===== src/core/ecpt_prescaler.sv =====
package ecpt_pkg;
   // -------------------------------------------------------------
   // Register offsets (byte addresses)
   // -------------------------------------------------------------
   localparam logic [7:0] ECPT_OFF_COUNT = 8'h00;
   localparam logic [7:0] ECPT_OFF_CONST_A = 8'h04;
   localparam logic [7:0] ECPT_OFF_CONST_B = 8'h08;
   localparam logic [7:0] ECPT_OFF_CTRL0 = 8'h0c;
   localparam logic [7:0] ECPT_OFF_STATUS = 8'h10;
   localparam logic [7:0] ECPT_OFF_CTRL1 = 8'h14;
   localparam logic [7:0] ECPT_OFF_MASK = 8'h18;
   // -------------------------------------------------------------
   // Field positions
   // -------------------------------------------------------------
   localparam int ECPT_ST_MATCH_B = 7;
   localparam int ECPT_ST_MATCH_A = 6;
   localparam int ECPT_ST_OVF = 5;
   localparam int ECPT_ST_OSB_HI = 3;
   localparam int ECPT_ST_OSB_LO = 2;
   localparam int ECPT_ST_OSA_HI = 1;
   localparam int ECPT_ST_OSA_LO = 0;
   localparam int ECPT_C0_CLR_HI = 4;
   localparam int ECPT_C0_CLR_LO = 3;
   localparam int ECPT_C0_CKS_HI = 2;
   localparam int ECPT_C0_CKS_LO = 0;
   localparam int ECPT_C1_TEDGE_HI = 4;
   localparam int ECPT_C1_TEDGE_LO = 3;
   localparam int ECPT_C1_TRIGGER_START_ENABLE = 2;
   localparam int ECPT_C1_ICKS = 0;
   // -------------------------------------------------------------
   // Reset values, read and write masks
   // -------------------------------------------------------------
   localparam logic [7:0] ECPT_RST_CONST = 8'hff;
   localparam logic [7:0] ECPT_RST_REG = 8'h00;
   localparam logic [7:0] ECPT_C1_RSVD_ONES = 8'he2;
   localparam logic [7:0] ECPT_C0_WMASK = 8'h1f;
   localparam logic [7:0] ECPT_C1_WMASK = 8'h1d;
   localparam logic [7:0] ECPT_FLAG_MASK = 8'he0;
   localparam logic [7:0] ECPT_OS_MASK = 8'h0f;
   localparam logic [7:0] ECPT_CNT_MAX = 8'hff;
   // -------------------------------------------------------------
   // Encodings
   // -------------------------------------------------------------
   localparam logic [1:0] ECPT_OS_NONE = 2'h0;
   localparam logic [1:0] ECPT_OS_LOW = 2'h1;
   localparam logic [1:0] ECPT_OS_HIGH = 2'h2;
   localparam logic [1:0] ECPT_OS_TOGGLE = 2'h3;
   localparam logic [1:0] ECPT_CLR_NONE = 2'h0;
   localparam logic [1:0] ECPT_CLR_MATCH_A = 2'h1;
   localparam logic [1:0] ECPT_CLR_MATCH_B = 2'h2;
   localparam logic [1:0] ECPT_CLR_PIN = 2'h3;
   localparam logic [1:0] ECPT_EDGE_NONE = 2'h0;
   localparam logic [1:0] ECPT_EDGE_RISE = 2'h1;
   localparam logic [1:0] ECPT_EDGE_FALL = 2'h2;
   localparam logic [1:0] ECPT_EDGE_BOTH = 2'h3;
   localparam logic [2:0] ECPT_CKS_STOP = 3'h0;
   localparam logic [2:0] ECPT_CKS_EXT_RISE = 3'h5;
   localparam logic [2:0] ECPT_CKS_EXT_FALL = 3'h6;
   localparam logic [2:0] ECPT_CKS_EXT_BOTH = 3'h7;
   localparam int ECPT_PRESC_W = 6;
endpackage : ecpt_pkg

`timescale 1ns/100ps

// -------------------------------------------------------------
// Free running divider of the system clock
// -------------------------------------------------------------
module ecpt_prescaler
   import ecpt_pkg::*;
#(
   parameter int WIDTH = ECPT_PRESC_W
) (
   input wire logic pclk,
   input wire logic presetn,
   output logic [WIDTH-1:0] taps
);
   logic [WIDTH-1:0] div_ff;
   logic [WIDTH-1:0] nxt_div;

   assign nxt_div = div_ff + {{(WIDTH-1){1'b0}}, 1'b1};
   assign taps = div_ff;

   always_ff @(posedge pclk or negedge presetn) begin
      if (!presetn) begin
         div_ff <= '0;
      end else begin
         div_ff <= nxt_div;
      end
   end
endmodule : ecpt_prescaler


===== src/core/ecpt_timer.sv =====
// Notes on behaviour
// RULE1: Clear event during a counter write wins; written value is discarded.
// RULE2: Counter write during an increment wins; that increment is dropped.
// RULE3: Compare constant write suppresses its match: no flag, no output change.
// RULE4: Simultaneous matches resolve output as toggle, then high, then low.
// RULE5: Internal source increments on falling edge of selected divided clock.
// RULE6: Switching internal source from high to low level counts once.
// RULE7: Switching between internal and external source may count once.
// RULE8: Clear on A, high on A, low on B gives free PWM waveform.
// RULE9: Clear on B with trigger start gives delayed single pulses.
// RULE10: Clock source chosen by clock select field plus internal clock bit.
// RULE11: Output select codes: none, low, high, toggle on its match.
// RULE12: Rollover from max to zero sets overflow flag and may interrupt.
// RULE13: With trigger start, clear halts counting until selected trigger edge.
// RULE14: Output pin is low after reset until first compare match.
//
// The register addresses and the APB interface to the registers were left to the implementer.
`timescale 1ns/100ps

module ecpt_timer
   import ecpt_pkg::*;
(
   input wire logic pclk,
   input wire logic presetn,
   input wire logic psel,
   input wire logic penable,
   input wire logic pwrite,
   input wire logic [7:0] paddr,
   input wire logic [31:0] pwdata,
   output logic [31:0] prdata,
   output logic pready,
   output logic pslverr,
   input wire logic ext_clock_pin,
   input wire logic counter_reset_pin,
   input wire logic trigger_input_pin,
   output logic pulse_output_pin,
   output logic irq
);
   // -------------------------------------------------------------
   // Functions
   // -------------------------------------------------------------
   function automatic logic edge_hit(input logic prev, input logic cur,
                                     input logic [1:0] sel);
      logic rise;
      logic fall;
      rise = !prev && cur;
      fall = prev && !cur;
      unique case (sel)
         ECPT_EDGE_RISE: edge_hit = rise;
         ECPT_EDGE_FALL: edge_hit = fall;
         ECPT_EDGE_BOTH: edge_hit = rise || fall;
         default: edge_hit = 1'b0;
      endcase
   endfunction : edge_hit

   function automatic logic [3:0] os_mask(input logic hit, input logic [1:0] os);
      os_mask = 4'h0;
      if (hit) begin
         os_mask[os] = 1'b1;
      end
   endfunction : os_mask

   // -------------------------------------------------------------
   // Registers
   // -------------------------------------------------------------
   logic [7:0] count_value_ff;
   logic [7:0] compare_constant_a_ff;
   logic [7:0] compare_constant_b_ff;
   logic [7:0] control_reg_zero_ff;
   logic [7:0] control_reg_one_ff;
   logic [2:0] flags_ff;
   logic [3:0] out_sel_ff;
   logic [2:0] int_mask_ff;
   logic pulse_out_ff;
   logic run_ff;
   logic src_lvl_ff;
   logic ext_prev_ff;
   logic trig_prev_ff;
   logic clrpin_prev_ff;

   logic [7:0] nxt_count;
   logic [2:0] nxt_flags;
   logic nxt_pulse_out;
   logic nxt_run;

   // -------------------------------------------------------------
   // Bus decode
   // -------------------------------------------------------------
   wire acc = psel && penable;
   wire wr = acc && pwrite;
   wire hit_cnt = paddr == ECPT_OFF_COUNT;
   wire hit_ca = paddr == ECPT_OFF_CONST_A;
   wire hit_cb = paddr == ECPT_OFF_CONST_B;
   wire hit_c0 = paddr == ECPT_OFF_CTRL0;
   wire hit_st = paddr == ECPT_OFF_STATUS;
   wire hit_c1 = paddr == ECPT_OFF_CTRL1;
   wire hit_mk = paddr == ECPT_OFF_MASK;
   wire mapped = hit_cnt || hit_ca || hit_cb || hit_c0 || hit_st || hit_c1 || hit_mk;
   wire wr_cnt = wr && hit_cnt;
   wire wr_ca = wr && hit_ca;
   wire wr_cb = wr && hit_cb;
   wire wr_c0 = wr && hit_c0;
   wire wr_st = wr && hit_st;
   wire wr_c1 = wr && hit_c1;
   wire wr_mk = wr && hit_mk;
   wire [7:0] wbyte = pwdata[7:0];

   assign pready = 1'b1;
   assign pslverr = acc && !mapped;

   // -------------------------------------------------------------
   // Control fields
   // -------------------------------------------------------------
   wire [1:0] clear_sel = control_reg_zero_ff[ECPT_C0_CLR_HI:ECPT_C0_CLR_LO];
   wire [2:0] clock_sel = control_reg_zero_ff[ECPT_C0_CKS_HI:ECPT_C0_CKS_LO];
   wire [1:0] trig_edge = control_reg_one_ff[ECPT_C1_TEDGE_HI:ECPT_C1_TEDGE_LO];
   wire trigger_start_enable = control_reg_one_ff[ECPT_C1_TRIGGER_START_ENABLE];
   wire internal_clock_sel = control_reg_one_ff[ECPT_C1_ICKS];
   wire [1:0] out_sel_a = out_sel_ff[ECPT_ST_OSA_HI:ECPT_ST_OSA_LO];
   wire [1:0] out_sel_b = out_sel_ff[ECPT_ST_OSB_HI:ECPT_ST_OSB_LO];

   // -------------------------------------------------------------
   // Count source
   // -------------------------------------------------------------
   logic [ECPT_PRESC_W-1:0] taps;

   ecpt_prescaler #(
      .WIDTH(ECPT_PRESC_W)
   ) u_presc (
      .pclk(pclk),
      .presetn(presetn),
      .taps(taps)
   );

   // Codes 1..3 with the internal bit pick one of six divided clocks
   wire [2:0] cks_m1 = clock_sel - 3'h1;
   wire [2:0] tap_idx = {cks_m1[1:0], internal_clock_sel}; // RULE10
   wire is_ext = clock_sel >= ECPT_CKS_EXT_RISE;
   wire is_int = !is_ext && clock_sel != ECPT_CKS_STOP && clock_sel != 3'h4;
   wire int_lvl = (tap_idx < 3'(ECPT_PRESC_W)) ? taps[tap_idx] : 1'b0; // RULE10
   // External rising is inverted so a falling detector serves every single-edge source
   wire src_lvl = is_int ? int_lvl
                : (clock_sel == ECPT_CKS_EXT_RISE) ? !ext_clock_pin
                : (clock_sel == ECPT_CKS_EXT_FALL) ? ext_clock_pin
                : (clock_sel == ECPT_CKS_EXT_BOTH) ? ext_clock_pin : 1'b0;
   // One stored level across sources: a switch from high to low counts
   wire fall_tick = src_lvl_ff && !src_lvl && (is_int || is_ext); // RULE5 RULE6 RULE7
   wire both_tick = (clock_sel == ECPT_CKS_EXT_BOTH) && (src_lvl_ff != src_lvl);
   wire running = !trigger_start_enable || run_ff; // RULE13
   wire inc = (fall_tick || both_tick) && running;

   // -------------------------------------------------------------
   // Compare and clear
   // -------------------------------------------------------------
   wire eq_a = count_value_ff == compare_constant_a_ff;
   wire eq_b = count_value_ff == compare_constant_b_ff;
   // Match fires in the last state of equality, i.e. as the count moves on
   wire match_a = eq_a && inc && !wr_ca; // RULE3
   wire match_b = eq_b && inc && !wr_cb; // RULE3
   wire clrpin_rise = !clrpin_prev_ff && counter_reset_pin;
   wire clear_ev = (clear_sel == ECPT_CLR_MATCH_A && match_a)
                || (clear_sel == ECPT_CLR_MATCH_B && match_b)
                || (clear_sel == ECPT_CLR_PIN && clrpin_rise); // RULE8 RULE9
   wire trig_ev = edge_hit(trig_prev_ff, trigger_input_pin, trig_edge);
   wire ovf_ev = inc && !clear_ev && !wr_cnt && count_value_ff == ECPT_CNT_MAX;

   always_comb begin
      nxt_count = count_value_ff;
      if (clear_ev) begin
         nxt_count = '0; // RULE1
      end else if (wr_cnt) begin
         nxt_count = wbyte; // RULE2
      end else if (inc) begin
         nxt_count = count_value_ff + 8'h01;
      end
   end

   always_comb begin
      nxt_run = run_ff;
      if (clear_ev) begin
         nxt_run = 1'b0; // RULE13
      end else if (trig_ev) begin
         nxt_run = 1'b1; // RULE13 RULE9
      end
   end

   // -------------------------------------------------------------
   // Output pin
   // -------------------------------------------------------------
   wire [3:0] act = os_mask(match_a, out_sel_a) | os_mask(match_b, out_sel_b); // RULE11

   always_comb begin
      nxt_pulse_out = pulse_out_ff;
      if (act[ECPT_OS_TOGGLE]) begin
         nxt_pulse_out = !pulse_out_ff; // RULE4
      end else if (act[ECPT_OS_HIGH]) begin
         nxt_pulse_out = 1'b1; // RULE4 RULE8
      end else if (act[ECPT_OS_LOW]) begin
         nxt_pulse_out = 1'b0; // RULE4 RULE8
      end
   end

   assign pulse_output_pin = pulse_out_ff;

   // -------------------------------------------------------------
   // Flags and interrupt
   // -------------------------------------------------------------
   wire [2:0] set_flags = {match_b, match_a, ovf_ev}; // RULE12
   wire [2:0] clr_flags = wr_st ? wbyte[ECPT_ST_MATCH_B:ECPT_ST_OVF] : 3'h0;

   assign nxt_flags = (flags_ff & ~clr_flags) | set_flags;
   assign irq = |(flags_ff & int_mask_ff); // RULE12

   // -------------------------------------------------------------
   // Read data
   // -------------------------------------------------------------
   wire [7:0] status_rd = {flags_ff, 1'b0, out_sel_ff};
   wire [7:0] rd_byte = hit_cnt ? count_value_ff
                      : hit_ca ? compare_constant_a_ff
                      : hit_cb ? compare_constant_b_ff
                      : hit_c0 ? control_reg_zero_ff
                      : hit_st ? status_rd
                      : hit_c1 ? (control_reg_one_ff | ECPT_C1_RSVD_ONES)
                      : hit_mk ? {int_mask_ff, 5'h00} : 8'h00;

   assign prdata = {24'h000000, rd_byte};

   // -------------------------------------------------------------
   // State
   // -------------------------------------------------------------
   always_ff @(posedge pclk or negedge presetn) begin
      if (!presetn) begin
         count_value_ff <= ECPT_RST_REG;
         run_ff <= 1'b0;
         flags_ff <= 3'h0;
         pulse_out_ff <= 1'b0; // RULE14
      end else begin
         count_value_ff <= nxt_count;
         run_ff <= nxt_run;
         flags_ff <= nxt_flags;
         pulse_out_ff <= nxt_pulse_out;
      end
   end

   always_ff @(posedge pclk or negedge presetn) begin
      if (!presetn) begin
         src_lvl_ff <= 1'b0;
         ext_prev_ff <= 1'b0;
         trig_prev_ff <= 1'b0;
         clrpin_prev_ff <= 1'b0;
      end else begin
         src_lvl_ff <= src_lvl;
         ext_prev_ff <= ext_clock_pin;
         trig_prev_ff <= trigger_input_pin;
         clrpin_prev_ff <= counter_reset_pin;
      end
   end

   always_ff @(posedge pclk or negedge presetn) begin
      if (!presetn) begin
         compare_constant_a_ff <= ECPT_RST_CONST;
         compare_constant_b_ff <= ECPT_RST_CONST;
      end else begin
         if (wr_ca) begin
            compare_constant_a_ff <= wbyte; // RULE3
         end
         if (wr_cb) begin
            compare_constant_b_ff <= wbyte; // RULE3
         end
      end
   end

   always_ff @(posedge pclk or negedge presetn) begin
      if (!presetn) begin
         control_reg_zero_ff <= ECPT_RST_REG;
         control_reg_one_ff <= ECPT_RST_REG;
         out_sel_ff <= 4'h0;
         int_mask_ff <= 3'h0;
      end else begin
         if (wr_c0) begin
            control_reg_zero_ff <= wbyte & ECPT_C0_WMASK;
         end
         if (wr_c1) begin
            control_reg_one_ff <= wbyte & ECPT_C1_WMASK;
         end
         if (wr_st) begin
            out_sel_ff <= wbyte[ECPT_ST_OSB_HI:ECPT_ST_OSA_LO];
         end
         if (wr_mk) begin
            int_mask_ff <= wbyte[ECPT_ST_MATCH_B:ECPT_ST_OVF];
         end
      end
   end
endmodule : ecpt_timer


===== config.mk =====
export PLATFORM = sky130hd
export DESIGN_NAME = ecpt_timer
export DESIGN_NICKNAME = d
export VERILOG_FILES = /design/src/core/ecpt_prescaler.sv /design/src/core/ecpt_timer.sv
export SDC_FILE = /design/constraint.sdc
export NUM_CORES = 1
export LEC_CHECK = 0
export BUFFER_PORTS_ARGS = -buffer_cell sky130_fd_sc_hd__clkbuf_2
export CAP_MARGIN = 20
export CORE_UTILIZATION = 55
export DETAILED_ROUTE_END_ITERATION = 6
export PLACE_DENSITY = 0.85
export SYNTH_ARGS = -nofsm -noshare
export SYNTH_HDL_FRONTEND = slang
export SYNTH_SLANG_ARGS = --single-unit

===== constraint.sdc =====
create_clock -name pclk -period 6.2 [get_ports pclk]
set_input_delay 1.24 -clock pclk [delete_from_list [all_inputs] [get_ports pclk]]
set_output_delay 1.24 -clock pclk [all_outputs]
set_load 0.02 [all_outputs]

==> summary.txt, run 1 <==
status -> finished, final reports clean
largest net degree at the start of global routing -> 55
max incr delay on CP -> 620 ps
die area -> 0.006329 sq mm
CTS tree -> built
Setup crit end kind -> output pin
hold_ws -> 476.6 ps
peak supply drop -> 0.09861 mV
total gr overflow -> 0
placed cell areas -> 0.003417 sq mm
post-DP HPWL -> 5179 microns
vias per inst -> 6.137
setup violators final -> 0
Worst Clk Skew -> 13.11 ps
crit path capture -> prdata[1]
Reg2Reg Depth -> 13
layout cells sized above 1 -> 31.55%
Crit path buffers/inverters -> 2
Initial DRC Count -> 347
initial antenna violation count -> 0
Mapped Avg Cell Area -> 10.78 sq um
Synth area leader -> dfrtp_1
vias in the first global route -> 2,369
Initial Util -> 58.64%
# IOs -> 84
reported max-cap violation count -> 0
EDFF count, synth -> 0
total chip power -> 633.2 uW
first drt pass iteration count -> 5
LEAKAGE -> 0.001856 uW
slowest library cell on the worst path -> nor3_2
die extent in x -> 79.56 microns
Final Hold Viols -> 0
vias -> 2,504
P per Cell Area -> 180.5 mW/mm^2
Post-synth top flop -> dfrtp_1
reg-to-reg slack, setup -> 2160 ps
Synth area leaders -> dfrtp_1, mux2_2, dfstp_2
Post-Syn Instances -> 307
Core ar. -> 0.005642 sq mm
RSZ-0062 raised after global routing -> false
number of synthesized register bits -> 54
number of cell rows -> 27
Core Util, Final -> 62.16%
# nets final -> 393
Setup TNS -> 0 ps
Clock Path Buffers -> 2
crit path time final -> 4347 ps
Worst path depth -> 6
CP Class -> in2out
WL final -> 7123 microns
worst slew pin tran -> 732.4 ps
CP arrival -> 3110 ps
H-Tree Depth -> 2
Synth async-reset ratio -> 100.0%
Area growth syn-to-layout -> 6.014%
Total Routing Usage GR -> 24.00%
setup bufs post-CTS -> 0
Synth top cells by count -> dfrtp_1, mux2_2, buf_4, nand2_1, xor2_1
root buffer cell -> clkbuf_8
cell area after synthesis -> 0.003308 sq mm
CTS Hold Bufs -> 0
Finished Cell Area -> 0.003507 sq mm
Ant. Diodes -> 0
hold crit path type -> reg2reg
crit-path cells -> clkbuf_2 > or4_4 > nor3_2 > a222oi_1 > o21ai_0 > clkbuf_2
Fill cells -> 449
cell mode on critical path -> clkbuf_2
port bufs -> 34
die height -> 79.56 microns
clk_lat worst skew -> 310 ps
sequential share of the synthesized area -> 41.45%
critical path's top delay family -> simple AND/OR/NAND/NOR gates
Worst Setup SP -> paddr[5]
Ys Warns -> 0
Max transition margin -> 50.91%
worst-path maximum fanout -> 9
Multi-input gate area -> 0.001737 sq mm
WL/cell -> 17.46 microns
Yosys cell types -> 54
CTS Buf Count -> 5
clk sinks -> 54
Post-DRT Antenna Nets -> 0
DRC -> 0
r2r endpoint -> flags_ff[0]
GP Congestion -> 0.8985
fmax -> 0.2300 GHz
Resize count post-CTS -> 0
global-route wire length before repair -> 11,560 microns
share of the synthesized area in the top cell type -> 28.74%
register area -> 0.001371 sq mm
endpoint required time on the critical path -> 4960 ps
type of origin of the critical path -> input pin
worst r2r src -> control_reg_zero_ff[0]
max-slew violation count -> 0
clk slew on worst S/H paths -> 100 ps
crit share post-route -> 70.11%
==> state kept, by name (all words and copies together), names as in the netlist, 3 cells and up <==
register and flops:
compare_constant_a_ff 8, compare_constant_b_ff 8, count_value_ff 8, u_presc.taps 6, control_reg_zero_ff 5, control_reg_one_ff 4
out_sel_ff 4, flags_ff 3, int_mask_ff 3
==> power by group <==
| part | switching, uW | internal, uW |
|---|---|---|
| registers | 8.94 | 361 |
| logic | 42.7 | 21.7 |
| clock network | 119 | 79.6 |
==> stage by stage <==
stage               setup WS [ps]  cells
floorplan                    2182    330
global placement             1832    400
detailed placement           1874    400
CTS                          1865    408
global route                 1757    408
finish                       1853    408
==> how the worst min path moves through the flow <==
stage	from	endpoint	slack [ps]	depth (start not counted)
2_1_floorplan	u_presc.taps[0]	u_presc.taps[0]	430	1
3_3_place_gp	u_presc.taps[5]	u_presc.taps[5]	460	1
3_5_place_dp	u_presc.taps[0]	u_presc.taps[0]	470	1
4_1_cts	u_presc.taps[0]	u_presc.taps[0]	480	1
5_1_grt	u_presc.taps[5]	u_presc.taps[5]	500	1
6_report	u_presc.taps[0]	u_presc.taps[0]	480	1
==> kinds of logic (layout without fill, tap and decap cells) <==
logic type | Yosys count | count (layout) | share of synthesized area (%)
XOR/XNOR | 27 | 27 | 7.148
AND/OR/NAND/NOR | 80 | 80 | 13.31
buffers and inverters | 47 | 53 | 8.661
other | 2 | 25 | 0.2270
multiplexers | 42 | 42 | 14.52
adder cells (fa/ha/maj) | 10 | 10 | 3.782
flip-flops | 54 | 54 | 41.45
AO/OA/AOI/OAI | 45 | 45 | 10.89
==> area by class of cell <==
| class | count | area share, % |
|---|---|---|
| Multi-Input combinational cell | 229 | 49.52 |
| Sequential cell | 54 | 39.10 |
| Timing Repair Buffer | 36 | 5.280 |
| Tap cell | 72 | 2.569 |
| Clock buffer | 5 | 1.962 |
| Inverter | 9 | 0.9633 |
| Clock inverter | 3 | 0.6065 |
==> per-layer routing <==
layer  vias up  GRT usage, %  wire, microns
li1       1120             -              -
met1      1239         32.42           3102
met2       128         37.86           3346
met3        17         4.000            502
met4         0         10.36            172
met5         -             0              0
==> placed cells by master (no fill, tap or decap), types with 8 or more instances in the layout <==
cell / count
ha_1: 10
clkbuf_2: 34
nand2_1: 24
dfstp_2: 16
a21oi_1: 8
mux2_2: 38
o211a_1: 8
xor2_1: 21
inv_1: 9
dfrtp_1: 38
conb_1: 25
nand3_1: 11
Note: power is estimated with default switching activity, not from simulation.
==> run 2: changes to the inputs <==
- CORE_UTILIZATION: 55 -> 48
- PLACE_DENSITY: 0.85 -> 0.79
- clock period: 6.2 -> 3.94 ns (I/O delays scaled with it)
==> run 2 against run 1 <==
  * Global-route usage shrank 2.4 points
  * Power grew 66%
  * Critical path depth up 7
  * Wire length grew 1.3%
  * Non-clock buffer count is 5 higher
==> summary.txt, run 2 (synthesis gave the netlist of run 1 again) <==
status -> finished, final reports clean
initial antenna violation count -> 0
Hold Startpoint -> u_presc.taps[5]
DRC -> 0
Initial DRC Count -> 326
first drt pass iteration count -> 5
port bufs -> 34
die extent in x -> 85.02 microns
P per Cell Area -> 293.7 mW/mm^2
die height -> 85.02 microns
Max transition margin -> 46.71%
RSZ-0062 raised after global routing -> false
worst r2r src -> control_reg_zero_ff[0]
Area growth syn-to-layout -> 7.942%
Setup TNS -> 0 ps
H-Tree Depth -> 2
Initial Util -> 50.93%
crit share post-route -> 92.14%
Fill cells -> 558
Setup crit end kind -> flop
largest net degree at the start of global routing -> 32
Post-DRT Antenna Nets -> 0
CP arrival -> 3830 ps
worst setup slack after layout -> 309.8 ps
setup bufs post-CTS -> 0
cell mode on critical path -> ha_1
hold crit path type -> reg2reg
crit path time final -> 3630 ps
clk_lat worst skew -> 310 ps
CP Class -> reg2reg
GP Congestion -> 0.9054
LEAKAGE -> 0.001894 uW
Final Hold Viols -> 0
slowest library cell on the worst path -> mux4_2
WL/cell -> 17.26 microns
Clock Path Buffers -> 2
CTS tree -> built
global-route wire length before repair -> 12,060 microns
Worst Setup SP -> control_reg_zero_ff[0]
# IOs -> 84
peak supply drop -> 0.1530 mV
Worst Clk Skew -> 9.548 ps
worst slew pin tran -> 799.4 ps
vias -> 2,481
CTS Buf Count -> 5
vias in the first global route -> 2,386
worst-path maximum fanout -> 10
# nets final -> 398
reported max-cap violation count -> 0
most common cell after layout, fill and taps aside -> mux2_2
clk sinks -> 54
setup violators final -> 0
reg-to-reg slack, setup -> 310 ps
most frequent cells in the layout -> mux2_2, dfrtp_1, clkbuf_2
number of cell rows -> 29
Top Registers -> compare_constant_a_ff x8, compare_constant_b_ff x8, count_value_ff x8
clk slew on worst S/H paths -> 100 ps
fmax -> 0.2755 GHz
crit-path cells -> inv_1 > ha_1 > mux4_2 > a21oi_1 > a2111oi_0 > a31oi_1 > ha_1 > and3b_1 > o22a_1 > and4_1 > nand3b_1 > and3_1 > a32o_1
vias per inst -> 5.935
Multi-input gate area -> 0.001737 sq mm
endpoint required time on the critical path -> 4140 ps
type of origin of the critical path -> flop
Ant. Diodes -> 0
WL final -> 7215 microns
layout cells sized above 1 -> 32.84%
register area -> 0.001373 sq mm
max-slew violation count -> 0
max incr delay on CP -> 490 ps
total gr overflow -> 0
root buffer cell -> clkbuf_8
Total Routing Usage GR -> 21.58%
DP Worst Slack -> 282.0 ps
post-DP HPWL -> 5229 microns
die area -> 0.007228 sq mm
Core ar. -> 0.006495 sq mm
run 2: through the flow:
| step | cells | hold WS, ps | util [%] | power [uW] | area [sq um] |
|---|---|---|---|---|---|
| detailed placement | 410 | 460.6 | 53.28 | 693.2 | 3461 |
| finish | 418 | 479.0 | 54.98 | 1049 | 3571 |
| global placement | 410 | 458.0 | 53.28 | 690.0 | 3461 |
| floorplan | 330 | 431.6 | - | 667.9 | 3395 |
| CTS | 418 | 476.9 | 54.96 | 1053 | 3570 |
| global route | 418 | 488.2 | 54.98 | 1095 | 3571 |
run 2: metal layers:
layer  part of all wire [%]  wire [microns]  track usage, %
met5                      0               0               0
met4                    1.7             121           7.858
met3                    7.1             509           3.016
met2                     47            3356           34.31
met1                     45            3226           30.18
run 2: what timing repair did:
| item | in CTS | in global routing |
|---|---|---|
| setup endpoints to repair | 0 | 1 |
| hold buffers | 0 | 0 |
| resized for setup | 0 | 1 |
run 2: cell type report:
type                       count  share of cell area [%]
timing repair buffer          41                   6.237
clock inverter                 3                   1.121
tap                           77                   2.698
multi-input combinational    229                   48.63
clock buffer                   5                   1.927
sequential                    54                   38.44
inverter                       9                  0.9460
run 2: power breakdown:
| part | switching, uW | internal, uW |
|---|---|---|
| Clock | 178 | 187 |
| Sequential | 13.3 | 568 |
| Combinational | 68.4 | 34.2 |
run 2: worst paths after layout:
check,endpoint,cells past startpoint
setup / recovery,flags_ff[0],13
min in group asynchronous,count_value_ff[4],1
max in group asynchronous,control_reg_zero_ff[0],2
hold reg to reg,u_presc.taps[5],1
hold / removal,u_presc.taps[5],1
setup reg to reg,flags_ff[0],13
run 2: critical path: cells and delay by family (launching register included):
family                   cells  cell delay (ps)
adder cells (fa/ha/maj)      2              600
flip-flops                   1              440
buffers and inverters        1              100
AND/OR/NAND/NOR              4              990
AO/OA/AOI/OAI                5              900
multiplexers                 1              490
